## src/hw/aux_regs_pkg.sv

```systemverilog
// Constants shared by the auxiliary master control register bank.
// Assumes a 200 MHz system clock and a word-wide AHB-Lite register bus.
package aux_regs_pkg;

  // ****************************************************************
  // Register indices; byte address is four times the index
  // ****************************************************************
  localparam logic [9:0] IDX_SLAVE1_BYTE = 10'h064;
  localparam logic [9:0] IDX_SLAVE2_BYTE = 10'h065;
  localparam logic [9:0] IDX_SLAVE3_BYTE = 10'h066;
  localparam logic [9:0] IDX_RATE_REDUCTION = 10'h067;
  localparam logic [9:0] IDX_PATH_CLEAR = 10'h068;
  localparam logic [9:0] IDX_WAKE_DELAY = 10'h069;
  localparam logic [9:0] IDX_STATUS = 10'h070;

  // ****************************************************************
  // Field positions and reset values
  // ****************************************************************
  localparam int HOLD_COPY_BIT = 7;
  localparam int SLOW_ACCESS_MSB = 4;
  localparam int WAKE_EXTRA_LSB = 4;
  localparam int WAKE_EXTRA_MSB = 5;
  localparam int RATE_PATH_BIT = 2;
  localparam int LINEAR_PATH_BIT = 1;
  localparam int TEMP_PATH_BIT = 0;
  localparam logic [7:0] BYTE_RESET = 8'h00;
  localparam logic [7:0] RATE_MASK = 8'h9F;
  localparam logic [7:0] WAKE_MASK = 8'h30;

  // ****************************************************************
  // Timing
  // ****************************************************************
  localparam int CLK_HZ = 200000000;
  localparam int FAST_RATE_HZ = 8000;
  localparam int SLOW_RATE_HZ = 1000;
  localparam int MS_PER_S = 1000;
  localparam int FAST_CYCLES = CLK_HZ / FAST_RATE_HZ;
  localparam int SLOW_CYCLES = CLK_HZ / SLOW_RATE_HZ;
  localparam int MS_CYCLES = CLK_HZ / MS_PER_S;
  localparam logic [2:0] WAKE_BASE_MS = 3'h4;
  localparam logic [2:0] LOWPASS_OFF_A = 3'h0;
  localparam logic [2:0] LOWPASS_OFF_B = 3'h7;
  localparam int NUM_SLAVES = 5;
  localparam logic [2:0] LAST_SLOT = 3'h4;

  typedef enum logic [1:0] {
    SEQ_IDLE = 2'b01,
    SEQ_STEP = 2'b10
  } seq_state_t;

endpackage : aux_regs_pkg

```

## src/hw/aux_master_regs.sv

```systemverilog
// Register bank for auxiliary slave write bytes, reduced-rate access,
// sensor path clearing and accelerometer wake delay, on AHB-Lite.
// Assumes the bus engine, sensor paths and master delay count live
// outside and share sys_clk.
//
// Notes on behaviour
// - Slaves 1 to 3 each own a read/write byte sent on write transfers.
// - Hold bit set: shadow copy waits until the whole sample arrived.
// - Bits 4..0 pick reduced-rate access for slaves 4 down to 0.
// - Reduced slave accessed once per one plus skip count samples.
// - Sample tick comes from divider setting and lowpass setting.
// - Bits 6 and 5 of the rate register are reserved.
// - Path clear write: bit 2 gyro, bit 1 accel, bit 0 temperature.
// - A path clear returns converters and filters to power-up state.
// - A path clear leaves measurement registers untouched.
// - Bits 7 to 3 of the path clear register are ignored.
// - Wake delay is 4 ms plus field bits 5:4 in whole ms.
// - Motion detection held idle until the wake delay has elapsed.
// - Bits 7, 6 and 3..0 of the wake delay register are reserved.
// - Slaves are visited in ascending order each sample.
//
// Our own choice: the AHB-Lite slave port.
`timescale 1ns/10ps
module aux_master_regs
#(
  parameter int FAST_PERIOD = aux_regs_pkg::FAST_CYCLES, // 8 kHz rate
  parameter int SLOW_PERIOD = aux_regs_pkg::SLOW_CYCLES, // 1 kHz rate
  parameter int MS_PERIOD = aux_regs_pkg::MS_CYCLES // One millisecond
)
(
  input wire logic sys_clk, // System clock, 200 MHz
  input wire logic rst, // Async reset, active high
  input wire logic hsel, // AHB slave select
  input wire logic [31:0] haddr, // AHB address
  input wire logic [1:0] htrans, // AHB transfer type
  input wire logic hwrite, // AHB write
  input wire logic [2:0] hsize, // AHB size, word only
  input wire logic [31:0] hwdata, // AHB write data
  input wire logic hready, // AHB bus ready
  output logic hreadyout, // AHB slave ready
  output logic [31:0] hrdata, // AHB read data
  output logic hresp, // AHB response, always OKAY
  input wire logic [7:0] sample_divider, // Sample rate divider
  input wire logic [2:0] lowpass_setting, // Lowpass configuration
  input wire logic [4:0] master_skip_count, // Master delay count
  input wire logic [4:0] slave_enable, // Slaves enabled for access
  input wire logic accel_wake, // Accelerometer wake-up pulse
  input wire logic ext_byte_received, // One sensor byte received
  input wire logic ext_sample_complete, // All bytes of sample received
  output logic [7:0] aux_slave1_write_byte, // Slave 1 write byte
  output logic [7:0] aux_slave2_write_byte, // Slave 2 write byte
  output logic [7:0] aux_slave3_write_byte, // Slave 3 write byte
  output logic [4:0] slave_access_go, // One-hot access pulse
  output logic ext_shadow_copy, // Copy sensor data pulse
  output logic rate_sensor_path_clear, // Gyro path clear pulse
  output logic linear_motion_path_clear, // Accel path clear pulse
  output logic temp_path_clear, // Temperature path clear pulse
  output logic motion_detect_hold // Motion detection held idle
);

  // ****************************************************************
  // Bus front end
  // ****************************************************************
  function automatic logic hit(input logic [9:0] idx,
                               input logic [9:0] want);
    hit = (idx == want);
  endfunction : hit

  logic addr_ok;
  logic [9:0] addr_idx;
  logic wr_pend_reg;
  logic rd_pend_reg;
  logic [9:0] idx_reg;
  logic [7:0] wbyte;
  logic do_write;

  assign addr_ok = hsel && htrans[1] && hready;
  assign addr_idx = haddr[11:2];
  assign wbyte = hwdata[7:0];
  assign do_write = wr_pend_reg;

  always_ff @(posedge sys_clk or posedge rst)
  begin
    if (rst)
    begin
      wr_pend_reg <= 1'b0;
      rd_pend_reg <= 1'b0;
      idx_reg <= 10'h000;
    end
    else
    begin
      wr_pend_reg <= addr_ok && hwrite;
      rd_pend_reg <= addr_ok && !hwrite;
      if (addr_ok)
      begin
        idx_reg <= addr_idx;
      end
    end
  end

  // Reads wait one cycle because hrdata is registered from rd_byte
  always_ff @(posedge sys_clk or posedge rst)
  begin
    if (rst)
    begin
      hreadyout <= 1'b1;
      hresp <= 1'b0;
    end
    else
    begin
      hreadyout <= !(addr_ok && !hwrite);
      hresp <= 1'b0;
    end
  end

  // ****************************************************************
  // Write decode
  // ****************************************************************
  logic wr_slv1;
  logic wr_slv2;
  logic wr_slv3;
  logic wr_rate;
  logic wr_clear;
  logic wr_wake;

  assign wr_slv1 = do_write && hit(idx_reg, aux_regs_pkg::IDX_SLAVE1_BYTE);
  assign wr_slv2 = do_write && hit(idx_reg, aux_regs_pkg::IDX_SLAVE2_BYTE);
  assign wr_slv3 = do_write && hit(idx_reg, aux_regs_pkg::IDX_SLAVE3_BYTE);
  assign wr_rate = do_write
                   && hit(idx_reg, aux_regs_pkg::IDX_RATE_REDUCTION);
  assign wr_clear = do_write && hit(idx_reg, aux_regs_pkg::IDX_PATH_CLEAR);
  assign wr_wake = do_write && hit(idx_reg, aux_regs_pkg::IDX_WAKE_DELAY);

  // ****************************************************************
  // Stored registers
  // ****************************************************************
  logic [7:0] rate_reg;
  logic [7:0] wake_reg;
  logic hold_copy_until_complete;
  logic [4:0] slow_access;
  logic [1:0] wake_extra_delay;

  always_ff @(posedge sys_clk or posedge rst)
  begin
    if (rst)
    begin
      aux_slave1_write_byte <= aux_regs_pkg::BYTE_RESET;
      aux_slave2_write_byte <= aux_regs_pkg::BYTE_RESET;
      aux_slave3_write_byte <= aux_regs_pkg::BYTE_RESET;
    end
    else
    begin
      if (wr_slv1)
      begin
        aux_slave1_write_byte <= wbyte;
      end
      if (wr_slv2)
      begin
        aux_slave2_write_byte <= wbyte;
      end
      if (wr_slv3)
      begin
        aux_slave3_write_byte <= wbyte;
      end
    end
  end

  // Reserved bits are dropped so they read back as zero
  always_ff @(posedge sys_clk or posedge rst)
  begin
    if (rst)
    begin
      rate_reg <= aux_regs_pkg::BYTE_RESET;
      wake_reg <= aux_regs_pkg::BYTE_RESET;
    end
    else
    begin
      if (wr_rate)
      begin
        rate_reg <= wbyte & aux_regs_pkg::RATE_MASK;
      end
      if (wr_wake)
      begin
        wake_reg <= wbyte & aux_regs_pkg::WAKE_MASK;
      end
    end
  end

  assign hold_copy_until_complete = rate_reg[aux_regs_pkg::HOLD_COPY_BIT];
  assign slow_access = rate_reg[aux_regs_pkg::SLOW_ACCESS_MSB:0];
  assign wake_extra_delay =
    wake_reg[aux_regs_pkg::WAKE_EXTRA_MSB:aux_regs_pkg::WAKE_EXTRA_LSB];

  // ****************************************************************
  // Sensor path clear strobes
  // ****************************************************************
  // Only the path logic is cleared; measurement registers are kept
  always_ff @(posedge sys_clk or posedge rst)
  begin
    if (rst)
    begin
      rate_sensor_path_clear <= 1'b0;
      linear_motion_path_clear <= 1'b0;
      temp_path_clear <= 1'b0;
    end
    else
    begin
      rate_sensor_path_clear <= wr_clear
        && wbyte[aux_regs_pkg::RATE_PATH_BIT];
      linear_motion_path_clear <= wr_clear
        && wbyte[aux_regs_pkg::LINEAR_PATH_BIT];
      temp_path_clear <= wr_clear
        && wbyte[aux_regs_pkg::TEMP_PATH_BIT];
    end
  end

  // ****************************************************************
  // Sample tick
  // ****************************************************************
  logic lowpass_off;
  logic [17:0] rate_period;
  logic rate_tick;
  logic [7:0] div_cnt_reg;
  logic sample_tick_reg;

  assign lowpass_off = (lowpass_setting == aux_regs_pkg::LOWPASS_OFF_A)
                       || (lowpass_setting == aux_regs_pkg::LOWPASS_OFF_B);
  assign rate_period = lowpass_off ? 18'(FAST_PERIOD)
                                   : 18'(SLOW_PERIOD);

  pulse_divider rate_div
  (
    .sys_clk(sys_clk),
    .rst(rst),
    .restart(1'b0),
    .period(rate_period),
    .tick(rate_tick)
  );

  always_ff @(posedge sys_clk or posedge rst)
  begin
    if (rst)
    begin
      div_cnt_reg <= 8'h00;
      sample_tick_reg <= 1'b0;
    end
    else
    begin
      sample_tick_reg <= rate_tick && (div_cnt_reg >= sample_divider);
      if (rate_tick)
      begin
        div_cnt_reg <= (div_cnt_reg >= sample_divider) ? 8'h00
                       : div_cnt_reg + 8'h01;
      end
    end
  end

  // ****************************************************************
  // Reduced-rate skip counters
  // ****************************************************************
  logic [4:0] due_reg;

  genvar s;
  generate
    for (s = 0; s < aux_regs_pkg::NUM_SLAVES; s++)
    begin : g_skip
      logic [4:0] skip_reg;
      always_ff @(posedge sys_clk or posedge rst)
      begin
        if (rst)
        begin
          skip_reg <= 5'h00;
          due_reg[s] <= 1'b0;
        end
        else if (sample_tick_reg)
        begin
          due_reg[s] <= !slow_access[s] || (skip_reg == 5'h00);
          skip_reg <= (skip_reg >= master_skip_count) ? 5'h00
                      : skip_reg + 5'h01;
        end
      end
    end
  endgenerate

  // ****************************************************************
  // Slave access sequence
  // ****************************************************************
  aux_regs_pkg::seq_state_t state_reg;
  aux_regs_pkg::seq_state_t state_next;
  logic [2:0] slot_reg;
  logic [4:0] slot_hot;
  logic [4:0] go_next;

  assign slot_hot = 5'h01 << slot_reg;
  assign go_next = (state_reg == aux_regs_pkg::SEQ_STEP)
                   ? (slot_hot & slave_enable & due_reg) : 5'h00;

  always_comb
  begin
    state_next = state_reg;
    unique case (state_reg)
      aux_regs_pkg::SEQ_IDLE:
      begin
        if (sample_tick_reg)
        begin
          state_next = aux_regs_pkg::SEQ_STEP;
        end
      end
      aux_regs_pkg::SEQ_STEP:
      begin
        if (slot_reg == aux_regs_pkg::LAST_SLOT)
        begin
          state_next = aux_regs_pkg::SEQ_IDLE;
        end
      end
    endcase
  end

  // Due flags settle one cycle after the tick, as the sequence starts
  always_ff @(posedge sys_clk or posedge rst)
  begin
    if (rst)
    begin
      state_reg <= aux_regs_pkg::SEQ_IDLE;
      slot_reg <= 3'h0;
      slave_access_go <= 5'h00;
    end
    else
    begin
      state_reg <= state_next;
      slave_access_go <= go_next;
      slot_reg <= (state_reg == aux_regs_pkg::SEQ_STEP)
                  ? slot_reg + 3'h1 : 3'h0;
    end
  end

  // ****************************************************************
  // External data shadow copy
  // ****************************************************************
  always_ff @(posedge sys_clk or posedge rst)
  begin
    if (rst)
    begin
      ext_shadow_copy <= 1'b0;
    end
    else
    begin
      ext_shadow_copy <= hold_copy_until_complete ? ext_sample_complete
                         : ext_byte_received;
    end
  end

  // ****************************************************************
  // Accelerometer wake delay
  // ****************************************************************
  logic ms_tick;

  pulse_divider ms_div
  (
    .sys_clk(sys_clk),
    .rst(rst),
    .restart(accel_wake),
    .period(18'(MS_PERIOD)),
    .tick(ms_tick)
  );

  // A zero extra field still gives the 4 ms floor
  wake_timer wake
  (
    .sys_clk(sys_clk),
    .rst(rst),
    .start(accel_wake),
    .ms_tick(ms_tick),
    .extra_ms(wake_extra_delay),
    .busy(motion_detect_hold)
  );

  // ****************************************************************
  // Read data
  // ****************************************************************
  logic [7:0] status_byte;
  logic [7:0] rd_byte;

  assign status_byte = {5'h00, state_reg == aux_regs_pkg::SEQ_STEP,
                        hold_copy_until_complete, motion_detect_hold};
  assign rd_byte =
    hit(idx_reg, aux_regs_pkg::IDX_SLAVE1_BYTE) ? aux_slave1_write_byte :
    hit(idx_reg, aux_regs_pkg::IDX_SLAVE2_BYTE) ? aux_slave2_write_byte :
    hit(idx_reg, aux_regs_pkg::IDX_SLAVE3_BYTE) ? aux_slave3_write_byte :
    hit(idx_reg, aux_regs_pkg::IDX_RATE_REDUCTION) ? rate_reg :
    hit(idx_reg, aux_regs_pkg::IDX_WAKE_DELAY) ? wake_reg :
    hit(idx_reg, aux_regs_pkg::IDX_STATUS) ? status_byte :
    8'h00;

  always_ff @(posedge sys_clk or posedge rst)
  begin
    if (rst)
    begin
      hrdata <= 32'h0000_0000;
    end
    else if (rd_pend_reg)
    begin
      hrdata <= {24'h00_0000, rd_byte};
    end
  end

endmodule : aux_master_regs

```

## src/hw/pulse_divider.sv

```systemverilog
// Free counter that emits one-cycle ticks at a programmable period.
// Assumes period is at least one; restart realigns the phase.
`timescale 1ns/10ps
module pulse_divider
(
  input wire logic sys_clk, // System clock
  input wire logic rst, // Async reset, active high
  input wire logic restart, // Restart the period
  input wire logic [17:0] period, // Cycles per tick
  output logic tick // One-cycle tick
);
  logic [17:0] count_reg;
  logic wrap;

  assign wrap = (count_reg >= period - 18'h0_0001);

  always_ff @(posedge sys_clk or posedge rst)
  begin
    if (rst)
    begin
      count_reg <= 18'h0_0000;
      tick <= 1'b0;
    end
    else
    begin
      count_reg <= (restart || wrap) ? 18'h0_0000 : count_reg + 18'h0_0001;
      tick <= wrap && !restart;
    end
  end
endmodule : pulse_divider

```

## src/hw/wake_timer.sv

```systemverilog
// Counts the accelerometer wake-up delay in whole milliseconds.
// Assumes ms_tick is restarted together with start.
`timescale 1ns/10ps
module wake_timer
(
  input wire logic sys_clk, // System clock
  input wire logic rst, // Async reset, active high
  input wire logic start, // Wake-up event pulse
  input wire logic ms_tick, // One pulse per millisecond
  input wire logic [1:0] extra_ms, // Added delay in ms
  output logic busy // Delay still running
);
  logic [2:0] left_reg;

  always_ff @(posedge sys_clk or posedge rst)
  begin
    if (rst)
    begin
      left_reg <= 3'h0;
      busy <= 1'b0;
    end
    else if (start)
    begin
      left_reg <= aux_regs_pkg::WAKE_BASE_MS + {1'b0, extra_ms};
      busy <= 1'b1;
    end
    else if (busy && ms_tick)
    begin
      left_reg <= left_reg - 3'h1;
      busy <= (left_reg != 3'h1);
    end
  end
endmodule : wake_timer

```

## config.mk

```make
export PLATFORM = sky130hd
export DESIGN_NAME = aux_master_regs
export DESIGN_NICKNAME = d
export VERILOG_FILES = /design/src/hw/aux_regs_pkg.sv /design/src/hw/aux_master_regs.sv /design/src/hw/pulse_divider.sv /design/src/hw/wake_timer.sv
export SDC_FILE = /design/constraint.sdc
export NUM_CORES = 1
export LEC_CHECK = 0
export BUFFER_PORTS_ARGS = -buffer_cell sky130_fd_sc_hd__buf_2
export CAP_MARGIN = 5
export CORE_ASPECT_RATIO = 2
export CORE_UTILIZATION = 60
export CTS_CLUSTER_DIAMETER = 120
export DETAILED_ROUTE_END_ITERATION = 10
export PLACE_DENSITY = 0.86
export SLEW_MARGIN = 20
export SYNTH_ARGS = -nofsm -noshare
export SYNTH_HDL_FRONTEND = slang
export SYNTH_SLANG_ARGS = --single-unit
```

## constraint.sdc

```tcl
create_clock -name sys_clk -period 12.3 [get_ports sys_clk]
set_input_delay 1.845 -clock sys_clk [delete_from_list [all_inputs] [get_ports sys_clk]]
set_output_delay 1.845 -clock sys_clk [all_outputs]
set_load 0.03 [all_outputs]
```

---- Yosys cells after proc, flatten, opt, wreduce, memory -nomap -nowiden ----
Cells that the tools add are included.
operators by class
  $add $sub $neg .......................... 12
  order comparisons ....................... 8
  eq/ne operators ......................... 14
  shifts and indexed selects .............. 1
  muxes and demuxes ....................... 25
  bitwise gates (word level) .............. 2
  reduce and logical (&&, ||, !) cells .... 39
operators with widths
  kind                   number
  $eq 10x7->1 const B    7
  $mux 18                3
  $mux 8                 5
  $add 18x1->18 const B  2
  $mux 5                 6
  $add 5x1->5 const B    5
  $ge 5x5->1             5
  $logic_not 5->1        5
  $ge 18x18->1           1
  $ge 18x18->1 const B   1
  $sub 18x1->18 const B  1
  $logic_and 1x1->1      16
  $mux 3                 4
  $and 5x5->5            2
  $add 8x1->8 const B    1
  $ge 8x8->1             1
  $logic_not 1->1        8
  $logic_or 1x1->1       7
  $eq 3x3->1 const B     2
  $mux 6                 1
  $shl 1x3->5 const A    1
  $mux 2                 2
  $pmux 2 s2             1
  $add 3x1->3 const B    1
  other kinds (11)       13
word-level totals
  bits in registers ....................... 148
  input bits .............................. 98
  output and inout bits ................... 68
  logic and storage cells ................. 136

---- Logic depth before layout (Yosys ltp) ----
  depth in word-level cells ............... 7
  gate-level depth with buffers ........... 12
  depth with buffers taken out ............ 10

---- Modules after synthesis ----
From an unflattened synthesis, not the netlist that was laid out.
second synthesis, totals
  cell total of the unflattened synthesis .. 941
  area total of the unflattened synthesis .. 9,187.6 µm²
modules (own cells, without submodules)
  module           instances  cells each  area each (µm²)  sequential area each (µm²)
  aux_master_regs  1          563         5,806.8          2,655.0
  pulse_divider    2          178         1,575.3          475.5
  wake_timer       1          22          230.2            100.1

---- Worst setup path after synthesis ----
OpenSTA, ideal clock, no wires.
  path type ............................... input to register
  from .................................... in lowpass_setting[2]
  to ...................................... reg rate_div.count_reg[10]
  setup time .............................. 72 ps
  arrival time ............................ 3,962 ps
  data required time ...................... 12,228 ps
  setup slack ............................. 8,266 ps
  stages .................................. 12
  buffers on the path ..................... 2
  path through ............................ and3_1 > nor2_1 > inv_1 > ha_1 > or2_2 > a21o_1 > a21oi_1 > a21oi_1 > o31a_1 > clkbuf_1 > buf_1 > nor2_1
between the ends
  longest elaborated chain between the ends .. 6
  elaborated cells on any way between the ends .. 7
  those cells by class .................... add/sub (1); order compare (1); eq/ne (1); mux (2); reduce/logical (2)
RTL lines
  item                                           line                                            text
  start: declaration                             aux_master_regs.sv:44                           input wire logic [2:0] lowpass_setting,
  $eq 3x3->1 or $logic_not 3->1 (tied branches)  aux_master_regs.sv:227, aux_master_regs.sv:226
  $logic_or 1x1->1 *                             aux_master_regs.sv:227                          || (lowpass_setting == aux_regs_pkg::LOWPASS_OFF_B);
  $mux 18 *                                      aux_master_regs.sv:228                          assign rate_period = lowpass_off ? 18'(FAST_PERIOD)
  $sub 18x1->18 *                                pulse_divider.sv:15                             assign wrap = (count_reg >= period - 18'h0_0001);
  $ge 18x18->1 *                                 pulse_divider.sv:15
  net rate_div.wrap                              pulse_divider.sv:13                             logic wrap;
  $mux 18 *                                      pulse_divider.sv:26                             count_reg <= (restart || wrap) ? 18'h0_0000 : count_reg + 18'h0_0001;
  end signal: assignment                         pulse_divider.sv:26
  end: declaration                               pulse_divider.sv:12                             logic [17:0] count_reg;
Mark *: on every way through the listed nets, which the timed path passes. The rest lies on a longest branch.
A chain may end at the register's enable or synchronous reset.

---- Worst setup path after layout ----
  from .................................... in lowpass_setting[2]
  to ...................................... reg rate_div.count_reg[1]
between the ends
  longest elaborated chain between the ends .. 6
  elaborated cells on any way between the ends .. 7
  those cells by class .................... add/sub (1); order compare (1); eq/ne (1); mux (2); reduce/logical (2)
RTL lines
  item                                           line
  $eq 3x3->1 or $logic_not 3->1 (tied branches)  aux_master_regs.sv:227, aux_master_regs.sv:226
  $logic_or 1x1->1 *                             aux_master_regs.sv:227
  $mux 18 *                                      aux_master_regs.sv:228
  $sub 18x1->18 *                                pulse_divider.sv:15
  $ge 18x18->1 *                                 pulse_divider.sv:15
  $mux 18 *                                      pulse_divider.sv:26
Every way passes the cells marked *; elsewhere a longest branch is shown, timed or not.

==> run_results.csv <==
group,metric,value,unit
clock_network,cts-root-buf,"clkbuf_16",
routing,drt_iter0_markers,291,
global_route,grt.overflow.total,0,
sta,maxSlewViolCount,0,
floorplan,dieWidth,83.2,um
yosys,yosysSeqAreaShare,46.9,%
yosys,synthTopCellsByCount,"dfrtp_1 (146), nor2_1 (65), ha_1 (59)",
yosys,synth_ff_type,"dfrtp_1",
place,placed_area,8400,sq um
worst_setup_path,crit_top_cell,"a21oi_1",
place,port_buffers,90,
outcome,status,"finished clean",
sta,fin_crit_sh,32.1,%
power,ir_drop,0.117,mV
sta,fmax,0.253,GHz
sta,relSlewSlack,35.5,%
final_layout,regArea,3710,sq um
place,placed_cells,1003,
yosys,synth_largest_area_cell,"dfrtp_1",
floorplan,fp.dieH,164,um
routing,routed.top_layer,"met4",
flow_run,maxCapViolCount,0,
final_layout,multi_input_area,3830,sq um
sta,fin_skew,0.00931,ns
yosys,yosys_warnings,0,
clock_network,cts_buffers,17,
final_layout,final_area,8960,sq um
routing,m1WireLength,6.19,mm
place,hpwlAfterDp,12.4,mm
routing,dr_wl_met3,650,um
clock_network,clk_latency,0.42,ns
worst_setup_path,cpMaxStageDelayCell,"o31a_1",
routing,vias,6128,
place,gp_congestion,0.832,
worst_setup_path,critPathMaxStageDelay,0.53,ns
clock_network,hold_buffers,0,
power,leakagePower,4.39,nW
final_layout,largest_reg_flops,25,
worst_setup_path,crit_arrival,4.29,ns
final_layout,drive_gt1_share,20.6,%
clock_network,cts.path.max_buffers,2,
sta,tightest_slew,0.968,ns
min_path,hold_path.class,"flop to flop",
global_route,grt_pass1_wl,28.6,mm
final_layout,final_util,69.4,%
yosys,synth-seq-cells,148,
yosys,yosysMostFrequentCell,"dfrtp_1",
sta,fin_crit,3.95,ns
yosys,syn_avg_cell_area,10.2,sq um
global_route,grt_pass1_vias,6217,
floorplan,start_util,61.2,%
worst_setup_path,cp_num_buf_inv,2,
routing,dr.pass1.iters,5,
clock_network,cts_resized,0,
worst_setup_path,worstPathRequired,12.65,ns
yosys,synth_area,7910,sq um
global_route,antenna_found_initial,0,
yosys,ys_types,56,
floorplan,core_area,12900,sq um
worst_setup_path,cp-start-kind,"primary input",
yosys,synth_enable_flop_cells,0,
power,power_density,174,nW/um^2
worst_setup_path,cp_top_family,"compound AO/OA/AOI/OAI gates",
sta,finalSetupViolCount,0,
clock_network,clk_pin_slew,0.06,ns
floorplan,io_pins,166,
routing,drc,0,
clock_network,numClockSinks,148,
routing,wirelength,17.4,mm
routing,via_per_inst,5.92,
worst_setup_path,path_cells,"buf_2, and3_1, nor2_1, inv_1, ha_1, or2_2, a21o_1, a21oi_1, a21oi_1, o31a_1, nor2b_1",
clock_network,cts_tree,"built",
routing,met2RoutedLength,9.73,mm
sta,hold_viol_final,0,
worst_setup_path,crit_type,"primary input to flop",
yosys,netlist_instances,777,
yosys,synth_top_area_share,46.2,%
final_layout,fin_cells,1035,
yosys,synth-async-reset-ratio,100,%
worst_setup_path,cp-end-kind,"flop",
worst_setup_path,cp_max_fo,19,
yosys,netlist_top_cells_area,"dfrtp_1 (46%), ha_1 (9.3%), mux2_2 (5.7%), nor2_1 (3.1%), xor2_1 (3.0%)",
final_layout,antenna_cells,0,
final_layout,area_delta_synth_final,13.4,%
global_route,grt_start_max_net_pins,78,
routing,route.detailed.wl_per_inst,16.8,um
routing,antenna_left,0,
final_layout,nets,1027,
clock_network,cts.htree.levels,4,
clock_network,cts_setup_buffers,0,
final_layout,n_fill_cell,953,
floorplan,rows,59,
power,fin_total_pwr,1.56,mW
sta,setup_tns,0,ns
floorplan,die_area,13700,sq um
sta,rsz0062_at_grt,"false",
global_route,grt_usage,26.7,%
worst_setup_path,rrSetupSlack,9.65,ns
layer usage:
metal	global-route usage, %	up-vias
met3	5.33	67
met2	51.0	179
met1	26.6	3019
li1	-	2863
met5	0	-
met4	14.8	0
path summary, 6_finish.rpt:
kind | start | end | cells after the start
min in group asynchronous | rst | ms_div.count_reg[4] | 2
max in group asynchronous | rst | div_cnt_reg[7] | 3
setup reg to reg | idx_reg[7] | aux_slave2_write_byte[4] | 5
setup / recovery | lowpass_setting[2] | rate_div.count_reg[1] | 11
hold reg to reg | ms_div.count_reg[0] | ms_div.count_reg[0] | 1
hold / removal | ms_div.count_reg[0] | ms_div.count_reg[0] | 1
cells by family (layout without fill, tap and decap cells):
family	count (synthesis)	in the layout	share of synthesized area, %
xor gates and xnor gates	34	34	3.77
other	1	25	0.0474
DFF	148	148	46.9
and+or+nand+nor	261	261	17.1
adders and majority gates	59	59	9.34
AOI/OAI and AO/OA	130	130	9.97
muxes	47	47	7.06
buffers and inverters	97	179	5.79
layout make-up:
type / count / share of cell area (%)
tap: 152 / 2.12
clock buffer: 18 / 4.90
multi-input combinational: 556 / 42.8
timing repair buffer: 92 / 5.19
inverter: 55 / 2.36
clock inverter: 14 / 1.31
sequential: 148 / 41.4
layout by cell type (no fill, tap or decap), drive strengths merged, types with 6 or more instances in the layout:
master / count
a21o: 7
a21oi: 18
a31oi: 23
and2: 6
and3: 14
buf: 92
clkbuf: 18
conb: 25
dfrtp: 146
ha: 59
inv: 64
mux2: 40
nand2: 52
nand2b: 19
nand3: 47
nand4: 9
nor2: 66
nor2b: 15
nor3: 13
o21ai: 47
o22ai: 6
o31ai: 10
or4b: 6
xnor2: 7
xor2: 27
per-stage QoR:
step	worst slack, ns	hold WS, ns
after floorplan	6.48	0.424
after global placement	8.03	0.435
after detailed placement	7.95	0.444
after CTS	8.35	0.453
after global routing	8.20	0.474
final	8.35	0.451
power by group:
group | internal, mW | leakage, nW | switching, mW
combinational | 0.161 | 2.27 | 0.214
clock | 0.270 | 0.273 | 0.219
sequential | 0.581 | 1.85 | 0.111
total | 1.01 | 4.39 | 0.544
(Power assumes the default switching activity.)
